File: config.mk
export PLATFORM = sky130hd
export DESIGN_NAME = reset_clock_irq_pin_control
export DESIGN_NICKNAME = d
export VERILOG_FILES = /design/src/inc/rcip_pkg.sv /design/src/rtl/reset_clock_irq_pin_control.sv /design/src/rtl/reset_release_sync.sv
export VERILOG_INCLUDE_DIRS = /design/src /design/src/inc
export SDC_FILE = /design/constraint.sdc
export NUM_CORES = 1
export LEC_CHECK = 0
export ABC_AREA = 1
export BUFFER_PORTS_ARGS = -buffer_cell sky130_fd_sc_hd__buf_2
export CORE_MARGIN = 2
export CORE_UTILIZATION = 30
export CTS_CLUSTER_DIAMETER = 200
export DETAILED_ROUTE_END_ITERATION = 6
export PLACE_DENSITY_LB_ADDON = 0.1
export SKIP_CTS_REPAIR_TIMING = 1
export SYNTH_ARGS = -nofsm -noshare
export SYNTH_HDL_FRONTEND = slang
export SYNTH_SLANG_ARGS = --single-unit
export TNS_END_PERCENT = 1
File: constraint.sdc
create_clock -name clk_sys -period 1.55 [get_ports clk_sys]
set_input_delay 0 -clock clk_sys [delete_from_list [all_inputs] [get_ports clk_sys]]
set_output_delay 0 -clock clk_sys [all_outputs]
set_load 0.02 [all_outputs]
File: src/inc/rcip_map.svh
`ifndef RCIP_MAP_SVH
`define RCIP_MAP_SVH

// register bus
`define RCIP_ADDR_W 8
`define RCIP_OFS_CTRL 8'h00
`define RCIP_OFS_IRQ_CTRL 8'h04
`define RCIP_OFS_CCR 8'h08
`define RCIP_OFS_PIN_STAT 8'h0c
`define RCIP_OFS_EVT_STAT 8'h10
`define RCIP_OFS_EVT_MASK 8'h14
`define RCIP_RESP_OKAY 2'h0
`define RCIP_RESP_SLVERR 2'h2

// control register fields
`define RCIP_CTRL_BUS_CLOCK_OUT_EN 0
`define RCIP_CTRL_STOP 1
`define RCIP_CTRL_STR_LO 4
`define RCIP_CTRL_STR_HI 5
`define RCIP_IRQC_EDGE 0
`define RCIP_CCR_IMASK 0

// event bits, shared by status and mask
`define RCIP_EVT_IRQ_FALL 0
`define RCIP_EVT_WATCHDOG 1
`define RCIP_EVT_CLK_MON 2
`define RCIP_EVT_EXT_RST 3

// reset values
`define RCIP_RST_STOP 1'h0
`define RCIP_RST_STRETCH 2'h0
`define RCIP_RST_EDGE_SEL 1'h0
`define RCIP_RST_IMASK 1'h1
`define RCIP_RST_EVT_MASK 4'h0

// reset pin timing, in clk_sys cycles
`define RCIP_DRIVE_CYCLES 5'h10
`define RCIP_SAMPLE_DELAY 5'h08

`endif

File: src/inc/rcip_pkg.sv
`include "rcip_map.svh"

package rcip_pkg;

    typedef enum logic [1:0] {
        mode_normal_single,
        mode_special_single,
        mode_special_periph,
        mode_expanded
    } op_mode_t;

    typedef enum logic [1:0] {
        rst_idle,
        rst_drive,
        rst_wait,
        rst_hold
    } rst_seq_t;

    typedef enum logic [1:0] {
        vec_external,
        vec_watchdog,
        vec_clock_monitor
    } vector_t;

    typedef struct packed {
        logic awvalid;
        logic [`RCIP_ADDR_W-1:0] awaddr;
        logic wvalid;
        logic [31:0] wdata;
        logic [3:0] wstrb;
        logic bready;
        logic arvalid;
        logic [`RCIP_ADDR_W-1:0] araddr;
        logic rready;
    } axil_req_t;

    typedef struct packed {
        logic awready;
        logic wready;
        logic bvalid;
        logic [1:0] bresp;
        logic arready;
        logic rvalid;
        logic [31:0] rdata;
        logic [1:0] rresp;
    } axil_rsp_t;

    typedef struct packed {
        logic [2:0] irq_sync;
        logic irq_level;
        logic irq_edge_latch;
        logic irq_request;
        logic [2:0] bus_clock_out_sync;
        logic bus_clock_out_level;
        logic [2:0] rpin_sync;
        logic rpin_level;
        logic strap_done;
        op_mode_t mode;
        logic bus_clk_en;
        logic stop;
        logic [1:0] stretch;
        logic edge_sel;
        logic imask;
        logic [3:0] evt_status;
        logic [3:0] evt_mask;
        logic irq_out;
        logic e_phase;
        logic [2:0] stretch_cnt;
        logic bus_clock_out;
        logic bus_clock_oe;
        logic bus_cycle;
        rst_seq_t rseq;
        logic [4:0] rcnt;
        vector_t vec;
        vector_t src;
        logic reset_pin_out;
        logic reset_pin_oe;
        logic aw_got;
        logic w_got;
        logic [`RCIP_ADDR_W-1:0] awaddr;
        logic [31:0] wdata;
        logic [3:0] wstrb;
        axil_rsp_t rsp;
    } rcip_state_t;

endpackage : rcip_pkg

File: src/rtl/reset_clock_irq_pin_control.sv
// Notes on behaviour
// - clocks come from the input clock except in special peripheral mode; bus clock is half its rate.
// - normal single-chip mode: bus clock pin off after reset, software may enable.
// - special single-chip mode: bus clock pin on after reset, software may disable.
// - special peripheral mode: bus clock pin is an input driven externally.
// - stop mode halts the bus clock and its output, except in special peripheral mode.
// - bus clock cycles may be stretched for slow external accesses.
// - reset entry from the pin is asynchronous, release is synchronous to the clock.
// - watchdog or clock monitor failure pulls reset pin low, open drain.
// - internal reset drives pin low 16 cycles, samples it 8 later.
// - pin high picks the failure vector; pin low picks external reset vector.
// - maskable interrupt pin triggers on falling edge or low level, selectable.
// - interrupt pin is level sensitive after reset.
// - interrupt mask bit is set at reset, blocking pin requests.
// - interrupt pin is input only and always readable.
`timescale 1ns/1ps
`include "rcip_map.svh"

module reset_clock_irq_pin_control (
    // clock and reset; clk_sys is the external clock input
    input wire logic clk_sys,
    input wire logic rst_b,
    // register bus
    input wire rcip_pkg::axil_req_t axil_req,
    output rcip_pkg::axil_rsp_t axil_rsp,
    // operating mode strap
    input wire logic [1:0] mode_strap,
    // bus clock pin
    input wire logic bus_clock_in,
    output logic bus_clock_out,
    output logic bus_clock_oe,
    input wire logic ext_access,
    output logic bus_cycle,
    // reset pin and core reset
    input wire logic reset_pin_in,
    output logic reset_pin_out,
    output logic reset_pin_oe,
    output logic core_reset_b,
    output rcip_pkg::vector_t reset_vector_sel,
    // failure detectors
    input wire logic watchdog_fail,
    input wire logic clock_monitor_fail,
    // maskable interrupt pin
    input wire logic irq_pin_in,
    input wire logic irq_ack,
    output logic irq_request,
    // interrupt
    output logic irq_out
);
    import rcip_pkg::*;

    rcip_state_t s_q;
    rcip_state_t s_d;
    logic aw_take;
    logic w_take;
    logic wr_fire;
    logic rd_fire;
    logic wr_hit;
    logic rd_hit;
    logic [31:0] old_w;
    logic [31:0] new_w;
    logic [31:0] rd_w;
    logic [3:0] ev_set;
    logic [3:0] ev_clr;
    logic irq_fall;
    logic e_fall;

    function automatic logic [31:0] merge_bytes(
        input logic [31:0] old_v,
        input logic [31:0] wr_v,
        input logic [3:0] strb
    );
        logic [31:0] res;
        res = old_v;
        for (int i = 0; i < 4; i++) begin
            if (strb[i]) begin
                res[i*8 +: 8] = wr_v[i*8 +: 8];
            end
        end
        return res;
    endfunction : merge_bytes

    function automatic logic is_mapped(input logic [`RCIP_ADDR_W-1:0] a);
        return (a == `RCIP_OFS_CTRL) || (a == `RCIP_OFS_IRQ_CTRL)
            || (a == `RCIP_OFS_CCR) || (a == `RCIP_OFS_PIN_STAT)
            || (a == `RCIP_OFS_EVT_STAT) || (a == `RCIP_OFS_EVT_MASK);
    endfunction : is_mapped

    function automatic logic [31:0] reg_word(
        input rcip_state_t st,
        input logic [`RCIP_ADDR_W-1:0] a
    );
        logic [31:0] w;
        w = 32'h0;
        case (a)
            `RCIP_OFS_CTRL: begin
                w[`RCIP_CTRL_BUS_CLOCK_OUT_EN] = st.bus_clk_en;
                w[`RCIP_CTRL_STOP] = st.stop;
                w[`RCIP_CTRL_STR_HI:`RCIP_CTRL_STR_LO] = st.stretch;
            end
            `RCIP_OFS_IRQ_CTRL: w[`RCIP_IRQC_EDGE] = st.edge_sel;
            `RCIP_OFS_CCR: w[`RCIP_CCR_IMASK] = st.imask;
            `RCIP_OFS_PIN_STAT: begin
                w[0] = st.irq_level;
                w[1] = st.rpin_level;
                w[3:2] = st.vec;
                w[5:4] = st.mode;
                w[6] = st.irq_request;
            end
            `RCIP_OFS_EVT_STAT: w[3:0] = st.evt_status;
            `RCIP_OFS_EVT_MASK: w[3:0] = st.evt_mask;
            default: w = 32'h0;
        endcase
        return w;
    endfunction : reg_word

    always_comb begin
        s_d = s_q;
        ev_set = 4'h0;
        ev_clr = 4'h0;
        old_w = 32'h0;
        new_w = 32'h0;
        rd_w = 32'h0;

        // pin synchronisers: a change counts once stages two and three agree
        s_d.irq_sync = {s_q.irq_sync[1:0], irq_pin_in};
        s_d.bus_clock_out_sync = {s_q.bus_clock_out_sync[1:0], bus_clock_in};
        s_d.rpin_sync = {s_q.rpin_sync[1:0], reset_pin_in};
        if (s_q.irq_sync[1] == s_q.irq_sync[2]) begin
            s_d.irq_level = s_q.irq_sync[2];
        end
        if (s_q.bus_clock_out_sync[1] == s_q.bus_clock_out_sync[2]) begin
            s_d.bus_clock_out_level = s_q.bus_clock_out_sync[2];
        end
        if (s_q.rpin_sync[1] == s_q.rpin_sync[2]) begin
            s_d.rpin_level = s_q.rpin_sync[2];
        end

        // mode strap is taken once, the first cycle after reset release
        if (!s_q.strap_done) begin
            s_d.strap_done = 1'b1;
            s_d.mode = op_mode_t'(mode_strap);
            case (op_mode_t'(mode_strap))
                mode_normal_single: s_d.bus_clk_en = 1'b0;
                mode_special_single: s_d.bus_clk_en = 1'b1;
                mode_special_periph: s_d.bus_clk_en = 1'b0;
                default: s_d.bus_clk_en = 1'b1;
            endcase
        end

        // register writes
        aw_take = axil_req.awvalid && s_q.rsp.awready;
        w_take = axil_req.wvalid && s_q.rsp.wready;
        if (aw_take) begin
            s_d.aw_got = 1'b1;
            s_d.awaddr = axil_req.awaddr;
        end
        if (w_take) begin
            s_d.w_got = 1'b1;
            s_d.wdata = axil_req.wdata;
            s_d.wstrb = axil_req.wstrb;
        end
        wr_fire = s_q.aw_got && s_q.w_got && !s_q.rsp.bvalid;
        wr_hit = is_mapped(s_q.awaddr);
        if (wr_fire) begin
            old_w = reg_word(s_q, s_q.awaddr);
            new_w = merge_bytes(old_w, s_q.wdata, s_q.wstrb);
            case (s_q.awaddr)
                `RCIP_OFS_CTRL: begin
                    s_d.bus_clk_en = new_w[`RCIP_CTRL_BUS_CLOCK_OUT_EN];
                    s_d.stop = new_w[`RCIP_CTRL_STOP];
                    s_d.stretch = new_w[`RCIP_CTRL_STR_HI:`RCIP_CTRL_STR_LO];
                end
                `RCIP_OFS_IRQ_CTRL: s_d.edge_sel = new_w[`RCIP_IRQC_EDGE];
                `RCIP_OFS_CCR: s_d.imask = new_w[`RCIP_CCR_IMASK];
                `RCIP_OFS_EVT_MASK: s_d.evt_mask = new_w[3:0];
                default: s_d.evt_mask = s_d.evt_mask;
            endcase
            s_d.aw_got = 1'b0;
            s_d.w_got = 1'b0;
            s_d.rsp.bvalid = 1'b1;
            s_d.rsp.bresp = wr_hit ? `RCIP_RESP_OKAY : `RCIP_RESP_SLVERR;
        end
        if (s_q.rsp.bvalid && axil_req.bready) begin
            s_d.rsp.bvalid = 1'b0;
        end
        s_d.rsp.awready = !s_d.aw_got && !s_d.rsp.bvalid;
        s_d.rsp.wready = !s_d.w_got && !s_d.rsp.bvalid;

        // register reads; the event status clears on read
        rd_fire = axil_req.arvalid && s_q.rsp.arready;
        rd_hit = is_mapped(axil_req.araddr);
        if (rd_fire) begin
            rd_w = reg_word(s_q, axil_req.araddr);
            s_d.rsp.rvalid = 1'b1;
            s_d.rsp.rdata = rd_w;
            s_d.rsp.rresp = rd_hit ? `RCIP_RESP_OKAY : `RCIP_RESP_SLVERR;
            if (axil_req.araddr == `RCIP_OFS_EVT_STAT) begin
                ev_clr = s_q.evt_status;
            end
        end
        if (s_q.rsp.rvalid && axil_req.rready) begin
            s_d.rsp.rvalid = 1'b0;
        end
        s_d.rsp.arready = !s_d.rsp.rvalid;

        // bus clock: a toggle per clk_sys gives half the input rate
        e_fall = 1'b0;
        s_d.bus_cycle = 1'b0;
        if (s_q.mode == mode_special_periph) begin
            s_d.bus_clock_oe = 1'b0;
            s_d.bus_clock_out = 1'b0;
            s_d.stretch_cnt = 3'h0;
            s_d.e_phase = s_q.bus_clock_out_level;
            e_fall = s_q.e_phase && !s_q.bus_clock_out_level;
        end else if (s_q.stop) begin
            s_d.e_phase = 1'b0;
            s_d.stretch_cnt = 3'h0;
            s_d.bus_clock_out = 1'b0;
            s_d.bus_clock_oe = s_q.bus_clk_en;
        end else begin
            if (!s_q.e_phase) begin
                s_d.e_phase = 1'b1;
                // each stretch step adds one whole bus clock period
                if (ext_access) begin
                    s_d.stretch_cnt = {s_q.stretch, 1'b0};
                end
            end else if (s_q.stretch_cnt != 3'h0) begin
                s_d.stretch_cnt = s_q.stretch_cnt - 3'h1;
            end else begin
                s_d.e_phase = 1'b0;
                e_fall = 1'b1;
            end
            s_d.bus_clock_oe = s_q.bus_clk_en;
            s_d.bus_clock_out = s_d.e_phase && s_q.bus_clk_en;
        end
        s_d.bus_cycle = e_fall;

        // reset pin sequencer
        s_d.reset_pin_out = 1'b0;
        case (s_q.rseq)
            rst_idle: begin
                if (clock_monitor_fail || watchdog_fail) begin
                    s_d.rseq = rst_drive;
                    s_d.rcnt = 5'h0;
                    s_d.reset_pin_oe = 1'b1;
                    if (clock_monitor_fail) begin
                        s_d.src = vec_clock_monitor;
                        ev_set[`RCIP_EVT_CLK_MON] = 1'b1;
                    end else begin
                        s_d.src = vec_watchdog;
                        ev_set[`RCIP_EVT_WATCHDOG] = 1'b1;
                    end
                end else if (!s_q.rpin_level) begin
                    s_d.vec = vec_external;
                    s_d.rseq = rst_hold;
                    ev_set[`RCIP_EVT_EXT_RST] = 1'b1;
                end
            end
            rst_drive: begin
                s_d.rcnt = s_q.rcnt + 5'h1;
                if (s_q.rcnt == `RCIP_DRIVE_CYCLES - 5'h1) begin
                    s_d.reset_pin_oe = 1'b0;
                    s_d.rcnt = 5'h0;
                    s_d.rseq = rst_wait;
                end
            end
            rst_wait: begin
                s_d.rcnt = s_q.rcnt + 5'h1;
                if (s_q.rcnt == `RCIP_SAMPLE_DELAY - 5'h1) begin
                    s_d.rcnt = 5'h0;
                    if (s_q.rpin_level) begin
                        s_d.vec = s_q.src;
                        s_d.rseq = rst_idle;
                    end else begin
                        // an external source still holds the pin
                        s_d.vec = vec_external;
                        s_d.rseq = rst_hold;
                        ev_set[`RCIP_EVT_EXT_RST] = 1'b1;
                    end
                end
            end
            rst_hold: begin
                if (s_q.rpin_level) begin
                    s_d.rseq = rst_idle;
                end
            end
            default: begin
                s_d.rseq = rst_idle;
                s_d.reset_pin_oe = 1'b0;
            end
        endcase

        // maskable interrupt pin
        irq_fall = s_q.irq_level && !s_d.irq_level;
        if (irq_ack) begin
            s_d.irq_edge_latch = 1'b0;
        end
        if (irq_fall) begin
            s_d.irq_edge_latch = 1'b1;
            ev_set[`RCIP_EVT_IRQ_FALL] = 1'b1;
        end
        if (s_q.edge_sel) begin
            s_d.irq_request = s_d.irq_edge_latch && !s_q.imask;
        end else begin
            s_d.irq_request = !s_d.irq_level && !s_q.imask;
        end

        // a fresh event wins over a clearing read in the same cycle
        s_d.evt_status = (s_q.evt_status & ~ev_clr) | ev_set;
        s_d.irq_out = |(s_d.evt_status & s_d.evt_mask);
    end

    always_ff @(posedge clk_sys) begin
        if (!rst_b) begin
            s_q <= '0;
            s_q.irq_sync <= 3'h7;
            s_q.irq_level <= 1'b1;
            s_q.rpin_sync <= 3'h7;
            s_q.rpin_level <= 1'b1;
            s_q.stop <= `RCIP_RST_STOP;
            s_q.stretch <= `RCIP_RST_STRETCH;
            s_q.edge_sel <= `RCIP_RST_EDGE_SEL;
            s_q.imask <= `RCIP_RST_IMASK;
            s_q.evt_mask <= `RCIP_RST_EVT_MASK;
            s_q.rseq <= rst_idle;
            s_q.vec <= vec_external;
            s_q.src <= vec_external;
        end else begin
            s_q <= s_d;
        end
    end

    reset_release_sync u_release (
        .clk_sys(clk_sys),
        .rst_b(rst_b),
        .reset_pin_in(reset_pin_in),
        .core_reset_b(core_reset_b)
    );

    assign axil_rsp = s_q.rsp;
    assign bus_clock_out = s_q.bus_clock_out;
    assign bus_clock_oe = s_q.bus_clock_oe;
    assign bus_cycle = s_q.bus_cycle;
    assign reset_pin_out = s_q.reset_pin_out;
    assign reset_pin_oe = s_q.reset_pin_oe;
    assign reset_vector_sel = s_q.vec;
    assign irq_request = s_q.irq_request;
    assign irq_out = s_q.irq_out;

endmodule : reset_clock_irq_pin_control

File: src/rtl/reset_release_sync.sv
`timescale 1ns/1ps

module reset_release_sync (
    // clock and block reset
    input wire logic clk_sys,
    input wire logic rst_b,
    // reset pin level and released core reset
    input wire logic reset_pin_in,
    output logic core_reset_b
);
    logic [2:0] chain_q;

    // entry needs no clock edge, so a dead oscillator still resets the core
    always_ff @(posedge clk_sys or negedge reset_pin_in) begin
        if (!reset_pin_in) begin
            chain_q <= 3'h0;
        end else if (!rst_b) begin
            chain_q <= 3'h0;
        end else begin
            chain_q <= {chain_q[1:0], 1'b1};
        end
    end

    assign core_reset_b = chain_q[2];

endmodule : reset_release_sync

[Word-level counts from Yosys, hierarchy flattened]
Cells that the tools add are included.
Word-level totals
  register bits after elaboration: 91
  bits of input ports: 68
Operators by class
  add/subtract/negate cells: 2
  eq/ne operators: 29
  multiplexer cells: 72
  bitwise logic cells: 5
  reductions and logical operators: 56
Operator list (number)
  35-bit two-way mux: 1
  8-bit by 4-bit equality test with 1-bit output (second input constant): 4
  8-bit by 5-bit equality test with 1-bit output (second input constant): 4
  4-bit two-way mux: 8
  1-bit two-way mux: 26
  2-bit two-way mux: 13
  6-bit two-way mux: 4
  8-bit by 3-bit equality test with 1-bit output (second input constant): 2
  8-bit logical NOT: 2
  5-bit case mux with 3 select lines: 1
  1-bit logical AND: 14
  2-bit inequality test (second input constant): 7
  3-bit two-way mux: 4
  2-bit case mux with 2 select lines: 3
  2-bit case mux with 3 select lines: 2
  2-bit AND reduction: 6
  1-bit logical OR: 11
  9-bit two-way mux: 1
  4-bit AND: 2
  2-bit equality test (second input constant): 4
  1-bit logical NOT: 8
  1-bit case mux with 4 select lines: 2
  2-bit case mux with 4 select lines: 1
  4-bit AND reduction: 2
  24 further kinds: 32

[Depth between registers and ports, before layout]
  word-level depth: 11
  gate-level depth with buffers: 11
  gate-level depth less buffers: 11

[By module]
From an unflattened synthesis, not the netlist that was laid out.
Unflattened totals
  cell total of the unflattened synthesis: 564
  area total of the unflattened synthesis: 4151.5 µm²
Modules (own cells, without submodules)
  reset_clock_irq_pin_control: instances 1, cells each 557, area an instance 4061.4 µm², seq. area each 1641.6 µm²
  reset_release_sync: instances 1, cells each 7, area an instance 90.1 µm², seq. area each 75.1 µm²

[Worst setup path after synthesis]
OpenSTA, ideal clock, no wires.
  kind: flip-flop to flip-flop
  start: register s_q[93] (netlist name)
  end: register s_q[98] (netlist name)
  data arrival time: 1393 ps
  required time: 1432 ps
  slack: 39 ps
  cell stages (with the launch flop): 11
  path buffers: 0
  cells stage by stage: dfxtp_1 ha_1 nand2_1 nor2_1 ha_1 nor2_1 nor2_1 inv_2 nor2_2 o21ai_0 nor2_1
On the way
  cells in the longest elaborated chain, start to end: 3
  elaborated cells on any way between the ends: 5
  those cells by class: eq/ne: 4; reduce/logical: 1
Ends and longest elaborated chain
  from (decl): line reset_clock_irq_pin_control.sv:52  | rcip_state_t s_q;
  5-bit by 3-bit equality test with 1-bit output or 5-bit by 4-bit equality test with 1-bit output (tied branches): line reset_clock_irq_pin_control.sv:270, reset_clock_irq_pin_control.sv:262
  2-bit inequality test (no line)
  4-bit AND reduction (no line) (*)
Every way passes the cells marked *; elsewhere a longest branch is shown, timed or not.
A chain may end at the register's enable or synchronous reset.

[Worst setup path after layout]
  start: register s_q[94] (netlist name)
  end: register s_q[99] (netlist name)
Same word-level chain as after synthesis.

==> run_results.csv <==
group,metric,value,unit
place,place_congestion,0.804,
global_route,grt_max_degree,43,
worst_setup_path,cp_slowest_cell,"dfxtp_2",
timing,skew,4.77,ps
route,firstDrtPassIters,4,
place,placed_area,4510,um2
logic_synthesis,synth.area.top_cells,"dfxtp_1 (39%), nand2_1 (8.8%), buf_4 (7.9%), a21oi_1 (6.1%), nor2_1 (6.0%)",
power_and_ir_drop,power_density,1220,nW/um2
clock_network,clkTransAtPathRegs,60,ps
clock_network,htree_levels,3,
finish,fill_cells,1489,
global_route,grt_pass1_wl,15.4,mm
clock_network,cts_tree,"done",
status,violations,"hold timing",
timing,finalSetupViolCount,0,
worst_setup_path,endpoint_kind,"flop",
timing,hold_ws,-54.9,ps
floorplanning,initial_utilization,30.3,%
route,viasPerCell,4.34,
power_and_ir_drop,p_leak,2.38,nW
logic_synthesis,synth_top_area_cell,"dfxtp_1",
timing,min_period,1540,ps
clock_network,clk_latency,340,ps
worst_setup_path,path_class,"flop to flop",
finish,insertedDiodeCount,0,
clock_network,clk_path_buf_depth,2,
route,drt-initial-drc-count,152,
global_route,grt_use_total,13.4,%
route,wl_per_cell,11.7,um
worst_setup_path,critPathMostFrequentCell,"nor2_4",
worst_setup_path,worst_ep_required_time,1770,ps
finish,nNetsFinal,725,
run,maxCapViolCount,0,
power_and_ir_drop,p_total,6.30,mW
logic_synthesis,syn_avg_cell_area,7.34,um2
worst_hold_path,hp-class,"primary input to flop",
status,status,"complete, but fails checks",
finish,final_design_area_no_fill,5160,um2
logic_synthesis,ys_warn_count,0,
route,routed_wl,9.73,mm
clock_network,root_buffer,"clkbuf_16",
worst_setup_path,cp_max_fo,5,
place,hpwl,7.26,mm
timing,drv_slew,0,
logic_synthesis,synth-edff-count,0,
logic_synthesis,ys_async_sr_fraction,3.53,%
logic_synthesis,synth_flop_cell,"dfxtp_1",
floorplanning,die_w,122,um
floorplanning,num_rows,43,
finish,area_growth,24.2,%
timing,fmax,0.648,GHz
floorplanning,core_area,13700,um2
floorplanning,dieArea,14800,um2
place,port_buffers,61,
timing,min_period_over_period,99.6,%
logic_synthesis,yosys-top-cells-count,"nand2_1 (98), dfxtp_1 (82), nor2_1 (66)",
floorplanning,io_pins,119,
finish,drive_gt1_share,23.9,%
route,drc,0,
route,via_count,3611,
power_and_ir_drop,peakVddDrop,0.536,mV
route,final_antenna_net_count,0,
logic_synthesis,synth-seq-cells,85,
worst_setup_path,start_kind,"flop",
worst_setup_path,cp.arrival,1770,ps
clock_network,cts_made_buffers,9,
timing,setup-tns-final,0,ps
global_route,antenna_found_initial,0,
logic_synthesis,yosysMostFrequentCell,"nand2_1",
timing,hold_viol,7,
worst_setup_path,crit_chain,"ha_4, nand2_4, nor2_4, ha_4, nor2_4, nor2_2, inv_2, nor2_4, buf_4, a21oi_1",
logic_synthesis,synth_cells,567,
clock_network,cts_num_sinks,85,
timing,rsz0062_at_grt,"yes",
worst_setup_path,slowest_delay,350,ps
logic_synthesis,netlist.area_leader.share,39.5,%
logic_synthesis,synth_cell_types,40,
floorplanning,die_y,122,um
logic_synthesis,yosysSeqAreaShare,41.3,%
global_route,grt_pass1_vias,3260,
logic_synthesis,synthesis.area,4160,um2
global_route,grt-ovfl-total,0,
==> through the flow <==
stage / cells / setup WS, ps / utilization [%]
2_1_floorplan: 594 / 39.2 / -
3_3_place_gp: 793 / -34.2 / 32.9
4_1_cts: 808 / -75.7 / 35.2
6_report: 832 / 6.00 / 37.6
3_5_place_dp: 793 / -67.7 / 32.9
5_1_grt: 832 / -81.7 / 37.6
==> registers in the layout, indices dropped and copies added, names as in the netlist, 2 cells and up <==
name,flops
axil_rsp,14
reset_vector_sel,2
s_d,6
s_q,54
u_release.chain_q,3
==> report_power, final <==
| part | switching, mW | leakage [nW] | total (mW) | internal, mW |
|---|---|---|---|---|
| Combinational | 0.906 | 1.52 | 1.52 | 0.613 |
| Sequential | 0.118 | 0.711 | 2.49 | 2.37 |
| Clock | 0.849 | 0.156 | 2.30 | 1.45 |
| Total | 1.87 | 2.38 | 6.30 | 4.43 |
==> cell usage in the layout, fill, tap and decap left out, types with 10 or more instances in the layout <==
cell,instances
nor2_1,59
buf_2,61
buf_4,20
nand3_1,28
nand2_1,94
inv_2,10
o21ai_0,34
a21oi_1,50
inv_1,62
dlygate4sd3_1,18
dfxtp_1,77
conb_1,28
==> critical path, delay by kind of cell (launching register included) <==
family	cells	cell delay (ps)
simple gates	5	510
buf+inv	2	210
flops	1	350
fa+ha+maj	2	310
compound gates	1	50
==> final timing paths <==
path,cells after the start,end,startpoint,slack (ps)
max,10,s_q[99],s_q[94],6
min,3,s_q[123],mode_strap[1],-50
max reg2reg,10,s_q[99],s_q[94],6
min reg2reg,2,s_d[132],s_d[131],410
max in group asynchronous,3,u_release.chain_q[1],reset_pin_in,880
min in group asynchronous,3,u_release.chain_q[2],reset_pin_in,530
==> logic make-up after synthesis <==
| kind of cell | Yosys count | synth area share, % |
|---|---|---|
| AOI/OAI and AO/OA | 112 | 14.8 |
| xor gates and xnor gates | 1 | 0.211 |
| buffers and inverters | 130 | 15.9 |
| adders and majority gates | 9 | 2.71 |
| and+or+nand+nor | 229 | 25.0 |
| other | 1 | 0.0902 |
| DFF | 85 | 41.3 |
==> layer usage <==
layer / vias up / part of all wire [%] / track usage, %
li1: 1903 / - / -
met1: 1627 / 49 / 17.6
met2: 69 / 46 / 21.2
met3: 12 / 3.7 / 3.00
met4: 0 / 1.8 / 5.32
met5: - / 0 / 0
==> layout make-up <==
| cell class | instances | area, um2 | share of cell area (%) |
|---|---|---|---|
| Clock inverter | 4 | 73.8 | 1.43 |
| Inverter | 74 | 278 | 5.38 |
| Sequential cell | 85 | 1730 | 33.4 |
| Tap cell | 180 | 225 | 4.36 |
| Multi-Input combinational cell | 379 | 1980 | 38.4 |
| Clock buffer | 11 | 243 | 4.70 |
| Timing Repair Buffer | 99 | 636 | 12.3 |
No activity file was read; power rests on OpenSTA's default activity.
